## config.mk

```make
export PLATFORM = sky130hd
export DESIGN_NAME = cpu_bus_status_outputs
export DESIGN_NICKNAME = d
export VERILOG_FILES = /design/src/core/bus_status_pkg.sv /design/src/core/pin_sync.sv /design/src/core/cpu_bus_status_outputs.sv
export SDC_FILE = /design/constraint.sdc
export NUM_CORES = 1
export LEC_CHECK = 0
export ABC_AREA = 1
export BUFFER_PORTS_ARGS = -buffer_cell sky130_fd_sc_hd__buf_2
export CAP_MARGIN = 20
export CORE_ASPECT_RATIO = 1.1
export CORE_MARGIN = 4
export CORE_UTILIZATION = 43
export CTS_CLUSTER_SIZE = 12
export DETAILED_ROUTE_END_ITERATION = 16
export PLACE_DENSITY = 0.74
export SYNTH_ARGS = -nofsm -noshare
export SYNTH_HDL_FRONTEND = slang
export SYNTH_SLANG_ARGS = --single-unit
export TNS_END_PERCENT = 5
```

## constraint.sdc

```tcl
create_clock -name i_clk -period 1.16 [get_ports i_clk]
set_input_delay 0.232 -clock i_clk [delete_from_list [all_inputs] [get_ports i_clk]]
set_output_delay 0.232 -clock i_clk [all_outputs]
set_load 0.02 [all_outputs]
```

## src/core/bus_status_pkg.sv

```systemverilog
// constants shared by the backplane status output logic.
// assumes one 125 MHz clock; all core-side inputs are on that clock.
// ****************************************
// How it works
// - the wait output is high while the processor waits on ready low or halt.
// - the interrupt-enable output mirrors the enable flip-flop, which lets requests in.
// - clearing that flip-flop drops the output and blocks every request until set again.
// - opcode-fetch status is high only in the cycle that fetches an instruction's first byte.
// - output-cycle status is high in output cycles, with the port address on the bus.
// - output data is valid on the data lines for the whole write strobe.
// ****************************************
package bus_status_pkg;
  localparam int unsigned CLK_PERIOD_NS = 8;
  // write strobe width in ns, rounded down to whole cycles
  localparam int unsigned WR_STROBE_NS = 480;
  localparam int unsigned WR_STROBE_CYC =
    (WR_STROBE_NS / CLK_PERIOD_NS) < 1 ? 1 : WR_STROBE_NS / CLK_PERIOD_NS;
  localparam int unsigned SYNC_STAGES = 2;
  localparam logic [15:0] ADDR_RESET = 16'h0000;
  localparam logic [7:0] DATA_RESET = 8'h00;
  localparam logic [7:0] CNT_ZERO = 8'h00;
endpackage

```

## src/core/pin_sync.sv

```systemverilog
// two-flop synchroniser for backplane pins.
// assumes the pins are asynchronous to i_clk.
`timescale 1ns/1ps
module pin_sync #(
  parameter int unsigned WIDTH = 1
) (
  input wire logic i_clk,
  input wire logic i_rst_n,
  input wire logic [WIDTH-1:0] i_pin,
  output logic [WIDTH-1:0] o_sync
);
  logic [WIDTH-1:0] meta_q;

  // first stage is read by the second stage only
  always_ff @(posedge i_clk or negedge i_rst_n) begin
    if (!i_rst_n) begin
      meta_q <= '0;
      o_sync <= '0;
    end else begin
      meta_q <= i_pin;
      o_sync <= meta_q;
    end
  end
endmodule // pin_sync

```

## src/core/cpu_bus_status_outputs.sv

```systemverilog
// backplane status and command/control outputs of the processor board.
// assumes core-side strobes are one-cycle pulses on i_clk; ready and
// interrupt request arrive from backplane pins.
`timescale 1ns/1ps
module cpu_bus_status_outputs (
  input wire logic i_clk,
  input wire logic i_rst_n,
  input wire logic i_cycle_start,
  input wire logic i_fetch_first,
  input wire logic i_out_cycle,
  input wire logic [7:0] i_port_addr,
  input wire logic [15:0] i_mem_addr,
  input wire logic [7:0] i_out_data,
  input wire logic i_halt_exec,
  input wire logic i_ei_exec,
  input wire logic i_di_exec,
  input wire logic i_ready,
  input wire logic i_int_req,
  output logic o_wait_state_out,
  output logic o_int_enabled_out,
  output logic o_int_accept,
  output logic o_opcode_fetch_status,
  output logic o_output_cycle_status,
  output logic [15:0] o_addr,
  output logic [7:0] o_bidir_data_lines_o,
  output logic o_bidir_data_lines_oe,
  output logic o_write_strobe
);
  // ****************************************
  // pin synchronisers
  // ****************************************
  logic [1:0] pins_s;

  pin_sync #(.WIDTH(2)) u_sync (
    .i_clk(i_clk),
    .i_rst_n(i_rst_n),
    .i_pin({i_int_req, i_ready}),
    .o_sync(pins_s)
  );

  logic ready_s;
  logic irq_s;
  assign ready_s = pins_s[0];
  assign irq_s = pins_s[1];

  // ****************************************
  // interrupt enable flip-flop
  // ****************************************
  logic halted_q;
  logic accept_now;
  // a request is taken only at a cycle boundary so it never splits a cycle
  assign accept_now = o_int_enabled_out & irq_s & i_cycle_start;

  always_ff @(posedge i_clk or negedge i_rst_n) begin
    if (!i_rst_n) begin
      o_int_enabled_out <= 1'b0;
    end else if (i_di_exec) begin
      o_int_enabled_out <= 1'b0;
    end else if (i_ei_exec) begin
      o_int_enabled_out <= 1'b1;
    end
  end

  always_ff @(posedge i_clk or negedge i_rst_n) begin
    if (!i_rst_n) begin
      o_int_accept <= 1'b0;
    end else begin
      o_int_accept <= accept_now;
    end
  end

  // ****************************************
  // wait state
  // ****************************************
  // halt is left only by an accepted interrupt or reset
  always_ff @(posedge i_clk or negedge i_rst_n) begin
    if (!i_rst_n) begin
      halted_q <= 1'b0;
    end else if (i_halt_exec) begin
      halted_q <= 1'b1;
    end else if (accept_now) begin
      halted_q <= 1'b0;
    end
  end

  always_ff @(posedge i_clk or negedge i_rst_n) begin
    if (!i_rst_n) begin
      o_wait_state_out <= 1'b0;
    end else begin
      o_wait_state_out <= ~ready_s | halted_q | i_halt_exec;
    end
  end

  // ****************************************
  // per-cycle status latch
  // ****************************************
  always_ff @(posedge i_clk or negedge i_rst_n) begin
    if (!i_rst_n) begin
      o_opcode_fetch_status <= 1'b0;
      o_output_cycle_status <= 1'b0;
      o_addr <= bus_status_pkg::ADDR_RESET;
    end else if (i_cycle_start) begin
      o_opcode_fetch_status <= i_fetch_first;
      o_output_cycle_status <= i_out_cycle;
      // port address shows on both address bytes in an output cycle
      o_addr <= i_out_cycle ? {i_port_addr, i_port_addr} : i_mem_addr;
    end
  end

  // ****************************************
  // write strobe and data out
  // ****************************************
  logic [7:0] wr_cnt_q;
  logic wr_done_q;

  // strobe waits until ready so a slow port still sees full width
  always_ff @(posedge i_clk or negedge i_rst_n) begin
    if (!i_rst_n) begin
      wr_cnt_q <= bus_status_pkg::CNT_ZERO;
      wr_done_q <= 1'b0;
      o_write_strobe <= 1'b0;
    end else if (i_cycle_start) begin
      wr_cnt_q <= bus_status_pkg::CNT_ZERO;
      wr_done_q <= 1'b0;
      o_write_strobe <= 1'b0;
    end else if (o_write_strobe) begin
      if (wr_cnt_q == 8'(bus_status_pkg::WR_STROBE_CYC - 1)) begin
        o_write_strobe <= 1'b0;
        wr_done_q <= 1'b1;
      end else begin
        wr_cnt_q <= wr_cnt_q + 8'h01;
      end
    end else if (o_output_cycle_status & ~wr_done_q & ready_s) begin
      o_write_strobe <= 1'b1;
      wr_cnt_q <= bus_status_pkg::CNT_ZERO;
    end
  end

  always_ff @(posedge i_clk or negedge i_rst_n) begin
    if (!i_rst_n) begin
      o_bidir_data_lines_o <= bus_status_pkg::DATA_RESET;
      o_bidir_data_lines_oe <= 1'b0;
    end else if (i_cycle_start) begin
      o_bidir_data_lines_o <= i_out_data;
      o_bidir_data_lines_oe <= i_out_cycle;
    end
  end

  // ****************************************
  // assertions
  // ****************************************
  // counts strobe cycles so the width check needs no long repetition
  logic [7:0] hi_len_q;

  always_ff @(posedge i_clk or negedge i_rst_n) begin
    if (!i_rst_n) begin
      hi_len_q <= bus_status_pkg::CNT_ZERO;
    end else if (o_write_strobe) begin
      hi_len_q <= hi_len_q + 8'h01;
    end else begin
      hi_len_q <= bus_status_pkg::CNT_ZERO;
    end
  end
endmodule // cpu_bus_status_outputs

```

=== Word level (Yosys, flattened, before mapping) ===
Cells that the tools add are included.
W data, S select, Z words.

* Flip-flop bits (word level): 44
* Input port bits: 42
* Output and inout port bits: 31
* Logic and storage cells: 47

* Add/subtract/negate cells: 1
* Eq/ne operators: 2
* Multiplexer cells: 16
* Bitwise logic cells: 8
* Reduce and logical (&&, ||, !) cells: 7

{| class="wikitable"
|+ Operators by type and width
! kind !! number
|-
| $mux W8 || 4
|-
| $mux W16 || 1
|-
| $mux W1 || 11
|-
| $add A8 B1 Y8 const B || 1
|-
| $eq A8 B6 Y1 const B || 1
|-
| $reduce_bool A2 Y1 || 4
|-
| $and A1 B1 Y1 || 4
|-
| $reduce_and A2 Y1 || 2
|-
| $ne A3 B3 Y1 const B || 1
|-
| $reduce_bool A3 Y1 || 1
|-
| $not A1 Y1 || 2
|-
| $or A1 B1 Y1 || 2
|}

=== Logic depth before layout (Yosys ltp) ===
* Depth in word-level cells: 6
* Mapped depth: 8
* Depth with buffers taken out: 7

=== Cells and area by module ===
A second synthesis with hierarchy kept.

* Cells, all modules: 215
* Area total of the unflattened synthesis: 1881.8 um^2

{| class="wikitable"
|+ Modules (own cells, without submodules)
! module !! instances !! cells an instance !! area an instance (um^2) !! sequential area each (um^2)
|-
| cpu_bus_status_outputs || 1 || 211 || 1781.7 || 1001.0
|-
| pin_sync || 1 || 4 || 100.1 || 100.1
|}

=== Least setup slack after synthesis ===
OpenSTA, ideal clock, no wires.

* Path type: register -> register
* Start: register wr_cnt_q[0]
* End: register wr_cnt_q[0]
* Library setup time: 77 ps
* Arrival time: 1088 ps
* Data required time: 1083 ps
* Slack: -5 ps
* Cell stages (with the launch flop): 7
* Buffers on the path: 0
* Period minus slack after synthesis: 1165 ps
* Cells stage by stage: dfrtp_1 -> ha_1 -> nand2_1 -> nor2_1 -> nand2_2 -> nand3_2 -> o21ai_1

* Longest elaborated chain between the ends: 4
* Elaborated cells on any way between the ends: 7
* Classes of those cells: add/sub (1); eq/ne (2); mux (3); reduce/logical (1)

{| class="wikitable"
|+ RTL lines
! element !! RTL line !! text
|-
| from (decl) || cpu_bus_status_outputs.sv:113 || <nowiki>logic [7:0] wr_cnt_q;</nowiki>
|-
| from (signal assigned) || cpu_bus_status_outputs.sv:119 || <nowiki>wr_cnt_q <= bus_status_pkg::CNT_ZERO;</nowiki>
|-
| from (signal assigned) || cpu_bus_status_outputs.sv:123 || <nowiki>wr_cnt_q <= bus_status_pkg::CNT_ZERO;</nowiki>
|-
| from (signal assigned) || cpu_bus_status_outputs.sv:131 || <nowiki>wr_cnt_q <= wr_cnt_q + 8'h01;</nowiki>
|-
| $add A8 B1 Y8 || cpu_bus_status_outputs.sv:131 ||
|-
| $mux W8 || cpu_bus_status_outputs.sv:127 || <nowiki>if (wr_cnt_q == 8'(bus_status_pkg::WR_STROBE_CYC - 1)) begin</nowiki>
|-
| $mux W8 || cpu_bus_status_outputs.sv:126 || <nowiki>end else if (o_write_strobe) begin</nowiki>
|-
| $mux W8 || cpu_bus_status_outputs.sv:122 || <nowiki>end else if (i_cycle_start) begin</nowiki>
|}

Parallel ways exist; a longest one is shown, timed or not. The select of a mux whose other input is x is not followed.
A chain may end at the register's enable or synchronous reset.

=== Worst setup path in the final report ===
* Start: register wr_cnt_q[1]
* End: register wr_cnt_q[1]

Same word-level chain as after synthesis.

==> results_dict.tcl <==
set metrics [dict create \
    grt_pass1_wl_um 7080 \
    power_leakage_nw 1.31 \
    clock-sinks 44 \
    drv_slew 0 \
    cts.clk_slew.worst_paths_ps 80 \
    drt_wl_total_um 4310 \
    power_w 0.00328 \
    coreArea_um2 4290 \
    initial_utilization_pct 44.5 \
    worstPathArrival_ps 1410 \
    hp-class "in -> reg" \
    combinationalPowerShare_pct 18.1 \
    reg2reg_slack_ps -40 \
    worstPathRequired_ps 1380 \
    cts_buffers 5 \
    power_density_nw_per_um2 1290 \
    setup_viol 8 \
    clkPwrFrac_pct 30.1 \
    internal-power_w 0.00235 \
    cts_buffer_depth 2 \
    synthCells 216 \
    viasPerCell 4.86 \
    rows 25 \
    switching_share_pct 28.2 \
    worst_pin_slew_ps 232 \
    timing.rr.end "wr_cnt_q[1]" \
    place_inst 342 \
    io_pins 73 \
    violations "setup timing" \
    fin_crit_ps 1200 \
    fill_cells 367 \
    synth_top_area_share_pct 57.7 \
    die_area_um2 5570 \
    vias 1727 \
    gr-total-overflow 0 \
    diodes 0 \
    cts_tree "built" \
    antenna_found_initial 0 \
    mappedNetlistNets 260 \
    yosysSeqAreaShare_pct 57.7 \
    hpwl_um 3140 \
    hold_ws_ps 39.8 \
    h-tree-depth 2 \
    yosys_warnings 0 \
    initialDrtViolationCount 115 \
    yosysTopAreaCell "dfrtp_1" \
    die_h_um 77.9 \
    grt_max_degree 45 \
    clock_latency_ps 290 \
    synthTopCellsByCount "nand2_1 (70), dfrtp_1 (44), nand3_1 (21)" \
    synth_cell_types 23 \
    post_drt_wl_per_cell_um 12.1 \
    status "finished, violations left" \
    finalHoldViolations 0 \
    die_x_um 71.5 \
    drive_above_1_share_pct 33.9 \
    yosys-top-cells-area "dfrtp_1 (58%), nand2_1 (14%), nand3_1 (5.5%), nor2_1 (3.1%), o211ai_1 (3.1%)" \
    final.setup.worst_slack_ps -37.6 \
    sequentialPowerShare_pct 51.7 \
    synthToLayoutAreaGrowth_pct 33.4 \
    final_cells 355 \
    final.setup.tns_ps -167 \
    postSynthAreaPerCell_um2 8.83 \
    fin_skew_ps 7.57 \
    r2r-start "wr_cnt_q[1]" \
    slew_headroom_pct 84.5 \
    ys_dominant_reg_cell "dfrtp_1" \
    switchingPower_w 0.000927 \
    cap_violations 0 \
    antenna_left 0 \
    synth_edf_count 0 \
    critPathMaxFanout 8 \
    place_congestion 0.785 \
    finalCritPeriodShare_pct 103 \
    critical_path_class "reg -> reg" \
    synth_most_common_cell "nand2_1" \
    r2r_cells 7 \
    ys_ff_latch 44 \
    whs_endpoint "u_sync.meta_q[1]" \
    worst_setup_path_end_kind "flop" \
    crit_path_start_kind "flop" \
    drtPass1Iterations 6 \
    port_buffers 72 \
    timing.fmax_ghz 0.835 \
    fin_nets 344 \
    grtUsageTotal_pct 16.0 \
    cts-root-buf "clkbuf_8" \
    syn_area_um2 1910 \
    hp-start "i_int_req" \
    drc 0 \
    irDropWorstVdd_mv 0.831 \
    grt_pass1_vias 1587 \
    async_reset_ff_share_pct 100 \
    rsz0062_at_grt "true" \
    holdPathStages 1 \
]
final cells by class:
type / instances / area (um2) / share of cell area, %
clock buffers: 7 / 86.3 / 3.39
clock inverters: 1 / 7.51 / 0.295
inverters: 16 / 60.1 / 2.36
multi-input cells: 145 / 702 / 27.6
flip-flops and latches: 44 / 1100 / 43.3
well taps: 54 / 67.6 / 2.65
repair buffers: 88 / 520 / 20.5
routing by layer:
layer	global-route usage, %	wire length [um]	vias to the layer above
met5	0	0	-
met4	6.58	96	0
met3	3.37	245	12
met2	25.9	2170	61
met1	20.8	1800	791
li1	-	-	863
repair_timing:
item	in CTS	in global routing
gates resized for setup	1	1
endpoints found under the hold margin	44	0
hold buffers	1	0
endpoints found under the setup margin	8	10
pin swaps	2	2
setup buffers	4	0
cloned	0	0
layout by cell type, fill, tap and decap left out, types with 2 or more instances in the layout:
master,instances
inv_1,14
nand3_1,21
nand2_1,70
buf_12,3
nor2_1,15
clkbuf_8,6
inv_2,2
a31oi_1,9
o211ai_1,8
buf_2,72
o21ai_0,2
dfrtp_1,44
nor2_2,2
buf_4,12
o21ai_1,8
power groups by stage:
stage	registers [W]	logic, W	clock network, W
after global routing	0.00171	0.000656	0.00109
after detailed placement	0.00173	0.000598	0
after global placement	0.00173	0.000583	0
final	0.00170	0.000595	0.000989
after CTS	0.00170	0.000604	0.00102
after floorplan	0.00186	0.000188	0
worst max-delay path by stage:
stage	from	end
floorplan	wr_cnt_q[0]	wr_cnt_q[0]
global placement	wr_cnt_q[1]	wr_cnt_q[2]
detailed placement	wr_cnt_q[1]	wr_cnt_q[1]
CTS	wr_cnt_q[1]	wr_cnt_q[1]
global route	wr_cnt_q[1]	wr_cnt_q[1]
finish	wr_cnt_q[1]	wr_cnt_q[1]
sequential cells by signal, indices dropped and copies added (netlist names), 2 cells and up:
name                  cells
o_bidir_data_lines_o      8
o_addr                   16
u_sync.meta_q             2
wr_cnt_q                  8
u_sync.o_sync             2
critical path: stages, from the launching register on:
cell	delay, ps
dfrtp_1	380
ha_2	190
nand2_1	40
nor2_1	110
nand2_2	120
nand2_4	130
nand3_1	80
o21ai_1	80
kinds of logic (layout without fill, tap and decap cells):
kind of cell | count (synthesis) | count (layout) | synth area share (%)
AOI/OAI and AO/OA | 29 | 29 | 9.38
xor gates and xnor gates | 2 | 2 | 0.918
adders and majority gates | 2 | 2 | 1.31
buffers and inverters | 27 | 112 | 6.16
DFF | 44 | 44 | 57.7
and+or+nand+nor | 112 | 112 | 24.5
metrics by stage:
stage                     util [%]  cell area, um2  setup WS (ps)
after floorplan                  -            1920          -1.65
after global placement        56.2            2410          -17.5
after detailed placement      56.2            2410          -84.6
after CTS                     59.3            2540          -62.2
after global routing          59.4            2540           -146
final                         59.4            2540          -37.6
(Power assumes the default switching activity.)
